## src/include/lrcd_map.vh

```
/*
 * Constants of the relay command decoder: identifiers, field positions,
 * error codes, status codes and frame lengths.
 * Assumes a LIN frame layer that hands over header and byte strobes.
 */
// Overview of operation
// - An output control frame has eight data bytes of four 2-bit commands.
// - Command 01 turns a channel off, 10 turns it on, 00 and 11 keep it.
// - Position A..D takes byte pair 1-2..7-8, first byte channels 1-4.
// - Open-load diagnostics of channels 4 and 8 run while they are off, one cycle late.
// - Output control identifier is address index times 8 plus 1.
// - Get status answer is eight bytes, bytes 4-8 zero, enhanced checksum.
// - Byte 1 bits 7:5 carry the highest pending bus error code.
// - Sending a response with the error code clears it to no error.
// - Channel status: 00 open load, 01 off, 10 on, 11 latched off.
// - Channels 4 and 8 report open load and local thermal; all report OC.
// - Fault field reads 00000, 00100 or 01000 only.
// - Get status identifier is address index times 8 plus 2 plus position.
// - Global thermal ranks first; latched faults clear on an off command.
// - Protected identifier adds even parity P0 and odd parity P1.
`ifndef LRCD_MAP_VH
`define LRCD_MAP_VH
`define LRCD_ID_CTRL_OFS 3'h1
`define LRCD_ID_STAT_OFS 3'h2
`define LRCD_NAD_LAST 3'h6
`define LRCD_DATA_LAST 4'h7
`define LRCD_CSUM_IDX 4'h8
`define LRCD_CSUM_OK 8'hFF
`define LRCD_CMD_OFF 2'h1
`define LRCD_CMD_ON 2'h2
`define LRCD_ST_OPEN 2'h0
`define LRCD_ST_OFF 2'h1
`define LRCD_ST_ON 2'h2
`define LRCD_ST_LATCH 2'h3
`define LRCD_ERR_NONE 3'h0
`define LRCD_ERR_RESET 3'h1
`define LRCD_ERR_DATA 3'h4
`define LRCD_ERR_CSUM 3'h5
`define LRCD_ERR_FRAME 3'h6
`define LRCD_ERR_PARITY 3'h7
`define LRCD_APP_NONE 5'h00
`define LRCD_APP_GTSD 5'h04
`define LRCD_APP_CH48 5'h08
`define LRCD_ZERO_BYTE 8'h00
`define LRCD_CH4 3
`define LRCD_CH8 7
`endif

```

## src/rtl/lrcd_csum_add.v

```verilog
/*
 * Enhanced checksum step: adds one byte with end-around carry.
 * Assumes the caller holds the running sum in a register.
 */
`timescale 1ns/1ps
module lrcd_csum_add (
	input wire [7:0] i_acc, // running sum
	input wire [7:0] i_byte, // byte to add
	output wire [7:0] o_sum // sum with carry folded back
);
	wire [8:0] raw;
	assign raw = {1'b0, i_acc} + {1'b0, i_byte};
	assign o_sum = raw[7:0] + {7'h00, raw[8]};
endmodule // lrcd_csum_add

```

## src/rtl/lrcd_decoder.v

```verilog
/*
 * Application layer of the eight-channel relay driver: decodes output
 * control frames and answers get status requests.
 * Assumes a frame layer on the same clock that strobes headers and bytes
 * and takes response bytes on a valid/ready handshake.
 */
`timescale 1ns/1ps
`include "lrcd_map.vh"
module lrcd_decoder (
	input wire i_core_clk, // 250 MHz core clock
	input wire i_reset, // synchronous reset, active high
	input wire [2:0] i_nad_sel, // address index 0..6, pin strap
	input wire [1:0] i_position_select, // position A..D, pin strap
	input wire i_hdr_valid, // header received, pulse
	input wire [7:0] i_pid, // protected identifier with i_hdr_valid
	input wire i_rx_valid, // data byte received, pulse
	input wire [7:0] i_rx_byte, // data byte with i_rx_valid
	input wire i_err_data, // data error event, pulse
	input wire i_err_framing, // byte framing error event, pulse
	input wire i_err_parity, // identifier parity error event, pulse
	input wire i_tx_ready, // frame layer takes o_tx_byte
	input wire [7:0] i_overcurrent, // overcurrent per channel, pin
	input wire [1:0] i_thermal_shutdown, // local thermal, ch 4 and 8, pin
	input wire i_global_tsd, // global thermal shutdown, pin
	input wire [1:0] i_open_load_fault, // open load, ch 4 and 8, pin
	output reg [7:0] o_channel_output, // drive on per channel
	output reg [1:0] o_open_load_en, // open-load check, ch 4 and 8
	output reg o_tx_valid, // response byte valid
	output reg [7:0] o_tx_byte, // response byte
	output reg [2:0] o_bus_error_code, // stored bus error code
	output reg [4:0] o_app_fault_info // application fault field
);
	localparam S_IDLE = 2'h0;
	localparam S_RX = 2'h1;
	localparam S_TX = 2'h2;

	////////////////////////////////////////////////////////////////////
	// identifier with parity
	function [7:0] pid_of;
		input [5:0] id;
		begin
			pid_of = {~(id[1] ^ id[3] ^ id[4] ^ id[5]),
				id[0] ^ id[1] ^ id[2] ^ id[4], id};
		end
	endfunction

	function [2:0] err_max;
		input [2:0] a;
		input [2:0] b;
		begin
			err_max = (a > b) ? a : b;
		end
	endfunction

	// two-bit status of one channel, latch ranks over drive and open load
	function [1:0] status_of;
		input latched;
		input drive;
		input open_load;
		begin
			if (latched) begin
				status_of = `LRCD_ST_LATCH;
			end else if (drive) begin
				status_of = `LRCD_ST_ON;
			end else if (open_load) begin
				status_of = `LRCD_ST_OPEN;
			end else begin
				status_of = `LRCD_ST_OFF;
			end
		end
	endfunction

	////////////////////////////////////////////////////////////////////
	// pin synchronisers
	// straps and fault pins come from outside: two flops before any use
	reg [17:0] sync1_r;
	reg [17:0] sync2_r;
	always @(posedge i_core_clk) begin
		if (i_reset) begin
			sync1_r <= 18'h00000;
			sync2_r <= 18'h00000;
		end else begin
			sync1_r <= {i_nad_sel, i_position_select, i_overcurrent,
				i_thermal_shutdown, i_global_tsd, i_open_load_fault};
			sync2_r <= sync1_r;
		end
	end
	wire [2:0] nad = sync2_r[17:15];
	wire [1:0] pos = sync2_r[14:13];
	wire [7:0] oc = sync2_r[12:5];
	wire [1:0] ltsd = sync2_r[4:3];
	wire gtsd = sync2_r[2];
	wire [1:0] olf = sync2_r[1:0];

	wire nad_ok = (nad <= `LRCD_NAD_LAST);
	wire [7:0] ctrl_pid = pid_of({nad, `LRCD_ID_CTRL_OFS});
	wire [7:0] stat_pid = pid_of({nad, `LRCD_ID_STAT_OFS} +
		{4'h0, pos});
	// index 7 is no node: neither header can match then
	wire hit_ctrl = i_hdr_valid & nad_ok & (i_pid == ctrl_pid);
	wire hit_stat = i_hdr_valid & nad_ok & (i_pid == stat_pid);

	////////////////////////////////////////////////////////////////////
	// frame sequencer
	reg [1:0] state_r;
	reg [3:0] idx_r;
	reg [7:0] acc_r;
	reg [15:0] cmd_r;
	reg [15:0] snap_r;
	reg apply_r;
	reg csum_bad_r;
	reg err_clr;
	wire [7:0] rx_sum;
	wire [7:0] tx_sum;
	wire [15:0] ch_status;
	wire [2:0] pair_lo = {pos, 1'b0};
	wire tx_take = (state_r == S_TX) & o_tx_valid & i_tx_ready;

	lrcd_csum_add u_rx_sum (
		.i_acc(acc_r),
		.i_byte(i_rx_byte),
		.o_sum(rx_sum)
	);
	lrcd_csum_add u_tx_sum (
		.i_acc(acc_r),
		.i_byte(o_tx_byte),
		.o_sum(tx_sum)
	);

	// next response byte after index idx_r
	reg [7:0] tx_next;
	always @* begin
		case (idx_r)
		4'h0: tx_next = snap_r[7:0];
		4'h1: tx_next = snap_r[15:8];
		4'h7: tx_next = ~tx_sum;
		default: tx_next = `LRCD_ZERO_BYTE;
		endcase
	end

	always @(posedge i_core_clk) begin
		if (i_reset) begin
			state_r <= S_IDLE;
			idx_r <= 4'h0;
			acc_r <= `LRCD_ZERO_BYTE;
			cmd_r <= 16'h0000;
			snap_r <= 16'h0000;
			apply_r <= 1'b0;
			csum_bad_r <= 1'b0;
			o_tx_valid <= 1'b0;
			o_tx_byte <= `LRCD_ZERO_BYTE;
		end else begin
			apply_r <= 1'b0;
			csum_bad_r <= 1'b0;
			// any header ends the frame or response in flight
			if (hit_ctrl) begin
				state_r <= S_RX;
				idx_r <= 4'h0;
				acc_r <= i_pid;
				o_tx_valid <= 1'b0;
			end else if (hit_stat) begin
				state_r <= S_TX;
				idx_r <= 4'h0;
				acc_r <= i_pid;
				snap_r <= ch_status;
				o_tx_valid <= 1'b1;
				o_tx_byte <= {o_bus_error_code, o_app_fault_info};
			end else if (i_hdr_valid) begin
				state_r <= S_IDLE;
				o_tx_valid <= 1'b0;
			end else begin
				case (state_r)
				S_RX: begin
					if (i_rx_valid) begin
						idx_r <= idx_r + 4'h1;
						acc_r <= rx_sum;
						if (idx_r == {1'b0, pair_lo}) begin
							cmd_r[7:0] <= i_rx_byte;
						end
						if (idx_r == {1'b0, pair_lo} + 4'h1) begin
							cmd_r[15:8] <= i_rx_byte;
						end
						// ninth byte is the checksum; apply waits a cycle
						if (idx_r == `LRCD_CSUM_IDX) begin
							state_r <= S_IDLE;
							apply_r <= (rx_sum == `LRCD_CSUM_OK);
							csum_bad_r <= (rx_sum != `LRCD_CSUM_OK);
						end
					end
				end
				S_TX: begin
					if (tx_take) begin
						idx_r <= idx_r + 4'h1;
						acc_r <= tx_sum;
						o_tx_byte <= tx_next;
						if (idx_r == `LRCD_CSUM_IDX) begin
							state_r <= S_IDLE;
							o_tx_valid <= 1'b0;
						end
					end
				end
				S_IDLE: begin
					idx_r <= 4'h0;
				end
				default: begin
					state_r <= S_IDLE;
					o_tx_valid <= 1'b0;
				end
				endcase
			end
		end
	end

	////////////////////////////////////////////////////////////////////
	// bus error code, cleared by sending it, the higher code wins
	wire [2:0] err_ev;
	assign err_ev = err_max(err_max(
		i_err_parity ? `LRCD_ERR_PARITY : `LRCD_ERR_NONE,
		i_err_framing ? `LRCD_ERR_FRAME : `LRCD_ERR_NONE),
		err_max(csum_bad_r ? `LRCD_ERR_CSUM : `LRCD_ERR_NONE,
		i_err_data ? `LRCD_ERR_DATA : `LRCD_ERR_NONE));
	// byte 1 leaving carries the code, so that hand-over clears it
	always @* begin
		err_clr = tx_take & (idx_r == 4'h0);
	end
	always @(posedge i_core_clk) begin
		if (i_reset) begin
			o_bus_error_code <= `LRCD_ERR_RESET;
		end else begin
			o_bus_error_code <= err_max(err_clr ? `LRCD_ERR_NONE :
				o_bus_error_code, err_ev);
		end
	end

	////////////////////////////////////////////////////////////////////
	// channels
	reg [7:0] latched_r;
	wire [7:0] off_seen;
	genvar gi;
	generate
		for (gi = 0; gi < 8; gi = gi + 1) begin : g_ch
			localparam IS48 = (gi == `LRCD_CH4) || (gi == `LRCD_CH8);
			wire [1:0] cmd = cmd_r[2*gi+1:2*gi];
			wire cmd_off = apply_r & (cmd == `LRCD_CMD_OFF);
			wire cmd_on = apply_r & (cmd == `LRCD_CMD_ON);
			wire fault = oc[gi] | (IS48 & ltsd[gi/4]);
			wire ol = IS48 & olf[gi/4] & o_open_load_en[gi/4];
			assign off_seen[gi] = cmd_off;
			// a fault in the cycle of an off command still latches
			always @(posedge i_core_clk) begin
				if (i_reset) begin
					o_channel_output[gi] <= 1'b0;
					latched_r[gi] <= 1'b0;
				end else if (o_channel_output[gi] & fault) begin
					o_channel_output[gi] <= 1'b0;
					latched_r[gi] <= 1'b1;
				end else if (cmd_off) begin
					o_channel_output[gi] <= 1'b0;
					latched_r[gi] <= 1'b0;
				end else if (gtsd) begin
					o_channel_output[gi] <= 1'b0;
				end else if (cmd_on & ~latched_r[gi]) begin
					o_channel_output[gi] <= 1'b1;
				end
			end
			assign ch_status[2*gi+1:2*gi] = status_of(latched_r[gi],
				o_channel_output[gi], ol);
		end
	endgenerate

	always @(posedge i_core_clk) begin
		if (i_reset) begin
			o_open_load_en <= 2'h3;
		end else begin
			// checks follow the drive one cycle late
			o_open_load_en <= {~o_channel_output[`LRCD_CH8],
				~o_channel_output[`LRCD_CH4]};
		end
	end

	////////////////////////////////////////////////////////////////////
	// application fault field
	reg gtsd_seen_r;
	always @(posedge i_core_clk) begin
		if (i_reset) begin
			gtsd_seen_r <= 1'b0;
			o_app_fault_info <= `LRCD_APP_NONE;
		end else begin
			if (gtsd) begin
				gtsd_seen_r <= 1'b1;
			end else if (|off_seen) begin
				gtsd_seen_r <= 1'b0;
			end
			// global thermal holds the field until an off command
			if (gtsd | gtsd_seen_r) begin
				o_app_fault_info <= `LRCD_APP_GTSD;
			end else if (latched_r[`LRCD_CH4] | latched_r[`LRCD_CH8]) begin
				o_app_fault_info <= `LRCD_APP_CH48;
			end else begin
				o_app_fault_info <= `LRCD_APP_NONE;
			end
		end
	end
endmodule // lrcd_decoder

```

## config.mk

```make
export PLATFORM = sky130hd
export DESIGN_NAME = lrcd_decoder
export DESIGN_NICKNAME = d
export VERILOG_FILES = /design/src/rtl/lrcd_csum_add.v /design/src/rtl/lrcd_decoder.v
export VERILOG_INCLUDE_DIRS = /design/src /design/src/include
export SDC_FILE = /design/constraint.sdc
export NUM_CORES = 1
export LEC_CHECK = 0
export BUFFER_PORTS_ARGS = -buffer_cell sky130_fd_sc_hd__buf_2
export CORE_AREA = 3 3 107 109
export CTS_BUF_LIST = sky130_fd_sc_hd__clkbuf_4 sky130_fd_sc_hd__clkbuf_8
export DETAILED_ROUTE_END_ITERATION = 10
export DIE_AREA = 0 0 110 112
export PLACE_DENSITY = 0.81
export SLEW_MARGIN = 20
export SYNTH_ARGS = -nofsm -noshare
export SYNTH_HDL_FRONTEND = slang
export SYNTH_SLANG_ARGS = --single-unit
```

## constraint.sdc

```tcl
create_clock -name i_core_clk -period 5.2 [get_ports i_core_clk]
set_input_delay 0.26 -clock i_core_clk [delete_from_list [all_inputs] [get_ports i_core_clk]]
set_output_delay 0.26 -clock i_core_clk [all_outputs]
set_load 0.01 [all_outputs]
```

# Word-level counts from Yosys, hierarchy flattened
# Cells that the tools add are included.
# classes
n_addsub	7
magnitude_cmp	5
eq_ne	41
muxes	73
n_bitwise	72
reduce_logical	38
# op_table
cell	n
$mux 8	9
$mux 2	21
$and 1x1->1	40
$reduce_or 4->1	8
$mux 3	10
$mux 1	25
$pmux 8 s3	1
$reduce_bool 2->1	11
$ne 4x4->1 const B	5
$not 1->1	19
$add 8x8->9	2
$eq 2x1->1 const B	9
$eq 2x2->1 const B	9
$add 8x1->8	2
$eq 8x8->1	2
$pmux 8 s2	1
$gt 3x3->1	4
$mux 4	3
$pmux 4 s3	1
$reduce_and 4->1	3
$reduce_and 6->1	2
$ne 5x5->1 const B	2
$reduce_and 3->1	3
$eq 8x8->1 const B	1
29 further kinds	43
# word_totals
ff_bits	119
inputBits	42
out_inout_bits	27
elab_cells	270

# Longest topological paths before layout
# Gate-level depths: netlist of the first run.
# depth
depth_word	9
ltp_mapped	15
ltp_nobuf	15

# Modules after synthesis
# Synthesis of the first run repeated with hierarchy kept, for this count alone.
# hier_totals
cells_unflattened	682
area_unflattened_um2	6190.9
# by_module_without_submodules
mod	n_inst	cells_each	area_per_inst_um2	seq_area_each_um2
lrcd_decoder	1	565	5183.7	2342.2
lrcd_csum_add at u_rx_sum	1	57	523.0	0.0
lrcd_csum_add at u_tx_sum	1	60	484.2	0.0

# Worst setup path before layout of the first run
# No wires, ideal clock.
# synth_path
kind	register to register
startpoint	register acc_r[0]
endpoint	register csum_bad_r
setup_time_ns	0.120
t_arrival_ns	2.892
t_required_ns	5.080
path_slack_ns	2.188
path_stages_with_launch	15
n_path_buf	0
synth_period_minus_slack_ns	3.012
path_cell_list	dfxtp_1 ha_1 inv_1 fa_1 nor2b_1 o311ai_1 a21oi_1 o21ai_0 nand2b_1 ha_1 ha_1 xor2_1 nand3_1 or4_4 o31a_1
# synth_via
elab_chain_len	3
# synth_lines
element	line_no	text
start: declaration	lrcd_decoder.v:107	reg [7:0] acc_r;
start signal: assignment	lrcd_decoder.v:145	acc_r <= `LRCD_ZERO_BYTE;
start signal: assignment	lrcd_decoder.v:159	acc_r <= i_pid;
start signal: assignment	lrcd_decoder.v:164	acc_r <= i_pid;
$add 8x8->9	lrcd_csum_add.v:12	assign raw = {1'b0, i_acc} + {1'b0, i_byte};
$add 8x1->8	lrcd_csum_add.v:13	assign o_sum = raw[7:0] + {7'h00, raw[8]};
$ne 8x8->1 (no line)	--	
end signal: assignment	lrcd_decoder.v:187	csum_bad_r <= (rx_sum != `LRCD_CSUM_OK);
end: declaration	lrcd_decoder.v:111	reg csum_bad_r;
# No other way between the ends.
# A chain may end at the register's enable or synchronous reset.

# Final worst setup path of the first run
# Same ends and word-level chain as after synthesis.

==> impl_results.md, run 1 <==
- Post-route ant nets: 0
- Sink Count: 117
- Global-route wire length before repair: 24500 um
- Share of cells above drive strength 1: 15.4%
- Critical Path Start Type: flip-flop
- Max Fclk: 0.296 GHz
- Cell taking the most area after synthesis: dfxtp_1
- DR vias: 5207
- GPL Wtd Cong: 0.960
- I/O Pins: 69
- PortBufs: 65
- Post-DP HPWL: 11100 um
- DP Cell Count: 850
- FF+latch count, synth: 117
- Worst slew pin tran: 0.893 ns
- Min-delay src: i_overcurrent[0]
- Crit path DAT: 3.68 ns
- CP required: 5.51 ns
- Largest net degree at the start of global routing: 57
- Top_reg_cell synth: dfxtp_1
- Min Clock Period, post-route: 3.38 ns
- Inserted Diodes: 0
- Number of remaining DRC errors: 0
- Worst-skew pair later-pin latency: 0.42 ns
- Routed WL per cell: 16.8 um
- FILL cells: 884
- CTS clock-pin slew for the worst setup and hold paths: 0.07 ns
- FP Rows: 38
- Slew Viols, Final: 0
- Maximum clock path buffer count: 2
- Setup CP Type: flip-flop to flip-flop
- Non-filler cells, final: 882
- Post-synthesis cell type count: 58
- Synth top area cells: dfxtp_1 40%, ha_1 6.7%, nor2_1 5.4%
- Initial antenna violation count: 0
- TritonCTS clock tree: yes
- Rel. slew slack: 40.3%
- Vias per inst: 5.90
- Netlist Area Pre-Place: 5830 um^2
- Number of flops mapped to enable cells by yosys: 0
- Worst-path fanout max: 5
- DR iter-0 viols: 384
- Starting Density: 54.5%
- Worst R2R Start: acc_r[0]$_SDFFE_PP0P_
- Period utilisation layout: 64.9%
- Worst IR Drop VDD: 0.000230 V
- Synth Warn #: 0
- Worst Hold Depth: 2
- Maxcap violations: 0
- Setup bufs post-CTS: 0
- Post-Syn Area per Cell: 8.69 um^2
- Gr usage total: 25.1%
- Sequential area share after synthesis: 40.2%
- Async SR Flop Fraction: 0%
- H-tree depth: 4
- Vias in the first global route: 5042
- Post-Syn Instances: 671
- Area Growth Syn to Fin: 14.5%
- RSZ-0062 raised after global routing: false
- Share of the synthesized area in the top cell type: 40.2%
- DR pass1 iterations: 5
- Cts hold-fix bufs: 0
- Worst min path class: input port to flip-flop
- Clock Skews: 0.00857 ns
- CTS Buf Count: 17
- Die Wd: 110 um
- Most common cell in the netlist: dfxtp_1
- Die area: 12300 um^2
- Status: finished clean
- Min-Delay Endpoint: sync1_r[5]$_SDFF_PP0_
- R2R cell count: 14
- Leak: 0.00269 uW
- Reg2Reg Setup Slack: 1.82 ns
- Final wirelength: 14800 um
- Clock Tree Root: clkbuf_8
- Commonest cells post-synth: 117 x dfxtp_1, 84 x nor2_1, 44 x nor3_1
- Post-CTS sizing: 0
- Core Box Area: 10700 um^2
- Final Hold Fails: 0
- Worst r2r dst: csum_bad_r$_SDFF_PP0_
- Fin nets: 804
- Worst setup EP type: flip-flop
- Die Y: 112 um
- Setup_tns: 0 ns
- Setup violators final: 0
- Grt ovf: 0
- PwrDens: 292 nW/um^2
cell type report:
type	instances	area [um^2]	area share, %
multi-input cells	502	3290	49.3
flip-flops and latches	117	2340	35.1
repair buffers	66	335	5.02
clock buffers	20	275	4.12
well taps	140	175	2.62
clock inverters	12	166	2.49
inverters	25	93.8	1.41
worst max path at each step:
stage / depth (start not counted) / slack (ns) / start / endpoint
4_1_cts: 12 / 1.81 / idx_r[0]$_SDFFE_PP0P_ / o_bus_error_code[0]$_SDFF_PP1_
2_1_floorplan: 14 / 2.19 / acc_r[0]$_SDFFE_PP0P_ / csum_bad_r$_SDFF_PP0_
3_3_place_gp: 15 / 2.01 / i_rx_byte[0] / csum_bad_r$_SDFF_PP0_
5_1_grt: 14 / 1.54 / acc_r[0]$_SDFFE_PP0P_ / csum_bad_r$_SDFF_PP0_
6_report: 14 / 1.82 / acc_r[0]$_SDFFE_PP0P_ / csum_bad_r$_SDFF_PP0_
3_5_place_dp: 12 / 1.84 / idx_r[0]$_SDFFE_PP0P_ / o_bus_error_code[0]$_SDFF_PP1_
through the flow:
step | utilization (%) | hold WS (ns) | cell area, um^2 | setup WS [ns] | total power, uW
after floorplan | - | 0.388 | 5840 | 2.19 | 1020
after global placement | 58.2 | 0.417 | 6230 | 2.01 | 1060
after detailed placement | 58.2 | 0.423 | 6230 | 1.84 | 1070
after CTS | 62.3 | 0.0295 | 6670 | 1.81 | 1960
after global routing | 62.4 | 0.0318 | 6680 | 1.54 | 2020
final | 62.4 | 0.0406 | 6680 | 1.82 | 1950
flip-flops by register name (all words and copies together), names as in the netlist:
| signal | flops |
|---|---|
| state_r | 2 |
| apply_r | 1 |
| csum_bad_r | 1 |
| o_tx_byte | 8 |
| sync1_r | 18 |
| idx_r | 4 |
| o_open_load_en | 2 |
| sync2_r | 18 |
| o_bus_error_code | 3 |
| acc_r | 8 |
| o_app_fault_info | 2 |
| snap_r | 16 |
| latched_r | 8 |
| gtsd_seen_r | 1 |
| o_tx_valid | 1 |
| cmd_r | 16 |
| o_channel_output | 8 |
power breakdown:
| part | total, uW | internal [uW] | switching (uW) |
|---|---|---|---|
| Combinational | 124 | 51.6 | 72.8 |
| Clock | 899 | 520 | 379 |
| Sequential | 925 | 914 | 11.5 |
per-layer routing:
layer	global-route usage [%]	share of wire, %
met1	31.2	41
met2	41.3	49
met3	5.91	7.7
met4	10.4	3.1
met5	0	0
cell families after synthesis:
logic type	count (synthesis)	synth area share [%]
buffers and inverters	54	3.71
AOI/OAI and AO/OA	124	14.2
xor gates and xnor gates	28	4.21
other	1	0.0643
DFF	117	40.2
and+or+nand+nor	292	26.5
adders and majority gates	33	7.34
muxes	22	3.78
critical path, cell delays in order, from the launching register on:
cell and delay (ns):
dfxtp_1 0.38, ha_1 0.20, inv_1 0.06, fa_1 0.40, nor2b_1 0.19, o311ai_1 0.13
a21oi_1 0.22, o21ai_0 0.11, nand2b_1 0.08, ha_1 0.16, ha_1 0.25, xor2_1 0.21
nand3_1 0.10, or4_4 0.50, o31a_1 0.29
placed cells by master, fill, tap and decap left out, types with 20 or more instances in the layout:
cell | synthesis | routed
dfxtp_1 | 117 | 117
nor2b_1 | 38 | 38
a21oi_1 | 31 | 31
nand2_1 | 33 | 33
clkbuf_8 | 0 | 20
inv_1 | 24 | 24
nor3_1 | 44 | 44
ha_1 | 31 | 31
nor2_1 | 84 | 84
buf_2 | 2 | 64
mux2i_1 | 22 | 22
(Power assumes the default switching activity.)
==> inputs of run 2 (changes only) <==
- PLACE_DENSITY: 0.81 -> 0.84
- clock period: 5.2 -> 2.9 ns (I/O delays scaled with it)
==> impl_results.md, run 2 (same netlist as run 1, synthesis figures left out) <==
- Sw Ratio: 23.1%
- Leak: 0.00296 uW
- Worst IR Drop VDD: 0.000413 V
- Worst slew pin tran: 0.848 ns
- Fin nets: 862
- DR vias: 5454
- Initial antenna violation count: 0
- Worst Setup EP: csum_bad_r$_SDFF_PP0_
- Slew Viols, Final: 0
- Reg2Reg Setup Slack: -0.16 ns
- Die area: 12300 um^2
- Hold Slack: 0.0214 ns
- Largest net degree at the start of global routing: 78
- Maximum clock path buffer count: 2
- Internal: 2510 uW
- CP required: 3.22 ns
- Setup_tns: -0.310 ns
- Die Wd: 110 um
- Clock power frac: 40.9%
- Grt ovf: 0
- Worst R2R Start: acc_r[0]$_SDFFE_PP0P_
- Grt peak-use layer: met2
- Commonest non-fill, non-tap cell in the layout: dfxtp_1
- Met2 usage in global routing: 44.3%
- Most frequent cells in the layout: 116 x dfxtp_1, 81 x nor2_1, 64 x buf_2, 43 x nor3_1, 41 x buf_4
- Die Y: 112 um
- I/O Pins: 69
- Grt met1 use: 33.1%
- CTS clock-pin slew for the worst setup and hold paths: 0.06 ns
- Worst min path class: input port to flip-flop
- Setup violators final: 3
- Maxcap violations: 0
- Rel. slew slack: 43.4%
- Area Growth Syn to Fin: 25.8%
- Worst r2r dst: csum_bad_r$_SDFF_PP0_
- PortBufs: 65
- Switching power: 753 uW
- R2R cell count: 14
- Post-DP HPWL: 11600 um
- Share of power burned in registers: 50.8%
- Share of cells above drive strength 1: 24.0%
- CTS Buf Count: 17
- Vias per inst: 5.82
- Critical Path Start Type: flip-flop
- Crit path DAT: 3.39 ns
- Clock Skews: 0.00674 ns
- Number of remaining DRC errors: 0
- Period utilisation layout: 106%
- Min Clock Period, post-route: 3.06 ns
- Routed WL per cell: 17.4 um
- Setup CP Type: flip-flop to flip-flop
- RSZ-0062 raised after global routing: true
- FP Rows: 38
- PwrDens: 445 nW/um^2
- TritonCTS clock tree: yes
- FILL cells: 843
- DR iter-0 viols: 449
- Final wirelength: 16300 um
- Final Hold Fails: 0
- Min-delay src: i_rx_byte[3]
- DR pass1 iterations: 5
- Biggest regs: sync1_r: 18 flops, sync2_r: 18 flops
- Clock Tree Root: clkbuf_8
- Final worst slack: -0.164 ns
- Core Box Area: 10700 um^2
- Vias in the first global route: 5495
- Global-route wire length before repair: 26100 um
- Max Fclk: 0.326 GHz
- Worst setup EP type: flip-flop
- Starting Density: 54.5%
- Post-route ant nets: 0
- Worst-skew pair later-pin latency: 0.43 ns
- Inserted Diodes: 0
- Critical Path Start: acc_r[0]$_SDFFE_PP0P_
- Met3 usage: 6.67%
- GPL Wtd Cong: 1.00
- Setup slack at placement: -0.249 ns
- H-tree depth: 4
- Worst-path fanout max: 3
- Combinational power share: 8.3%
- Status: finished with violations
- Failing checks: negative setup slack
- Sink Count: 117
- Gr usage total: 27.0%
[run 2: worst min path at each step]
stage                                   to  slack (ns)  depth (start not counted)
floorplan            sync1_r[0]$_SDFF_PP0_        0.27                          1
global placement    sync1_r[11]$_SDFF_PP0_        0.36                          2
detailed placement  sync1_r[15]$_SDFF_PP0_        0.36                          2
CTS                  cmd_r[3]$_SDFFE_PP0P_        0.02                          3
global route         acc_r[4]$_SDFFE_PP0P_        0.05                          3
finish               cmd_r[3]$_SDFFE_PP0P_        0.02                          3
[run 2: critical path: stages (launching register included)]
cell and delay [ns]:
dfxtp_4 0.39, ha_4 0.14, inv_2 0.03, fa_2 0.38
nor2b_4 0.16, o311ai_4 0.10, a21oi_2 0.19, o21ai_1 0.08
nand2b_1 0.11, ha_4 0.16, ha_4 0.15, xor2_2 0.17
nand3_1 0.11, or4_4 0.50, o31a_1 0.29
[run 2: cell type report]
type | instances | area [um^2] | share of cell area, %
multi-input combinational | 502 | 3550 | 48.4
timing repair buffer | 124 | 820 | 11.2
clock inverter | 5 | 52.6 | 0.716
tap | 140 | 175 | 2.39
inverter | 25 | 93.8 | 1.28
sequential | 117 | 2350 | 32.0
clock buffer | 24 | 299 | 4.08
[run 2: power by group through the flow]
| stage | clock (uW) | sequential (uW) | combinational (uW) |
|---|---|---|---|
| global placement | 0 | 1690 | 223 |
| CTS | 1350 | 1660 | 256 |
| finish | 1330 | 1660 | 271 |
| floorplan | 0 | 1690 | 145 |
| detailed placement | 0 | 1690 | 233 |
| global route | 1430 | 1660 | 296 |
[run 2: timing repair]
item,in CTS,in global routing
endpoints found under the setup margin,15,18
gates resized for setup,23,27
pin swaps,19,20
hold buffers,18,0
setup buffers,7,3
hold endpoints to repair,18,0
gates cloned,0,0
[run 2: metal layers]
metal,part of all wire [%],routed length (um)
met2,48,7850
met3,6.1,1000
met1,42,6870
met5,0,0
met4,3.6,585
[run 2: through the flow]
| stage | instance area [um^2] | std cells | util, % | total power [uW] |
|---|---|---|---|---|
| after floorplan | 5860 | 673 | - | 1830 |
| after CTS | 7170 | 935 | 67.0 | 3260 |
| after global placement | 6480 | 881 | 60.6 | 1920 |
| final | 7340 | 937 | 68.6 | 3260 |
| after global routing | 7340 | 937 | 68.6 | 3390 |
| after detailed placement | 6480 | 881 | 60.6 | 1930 |
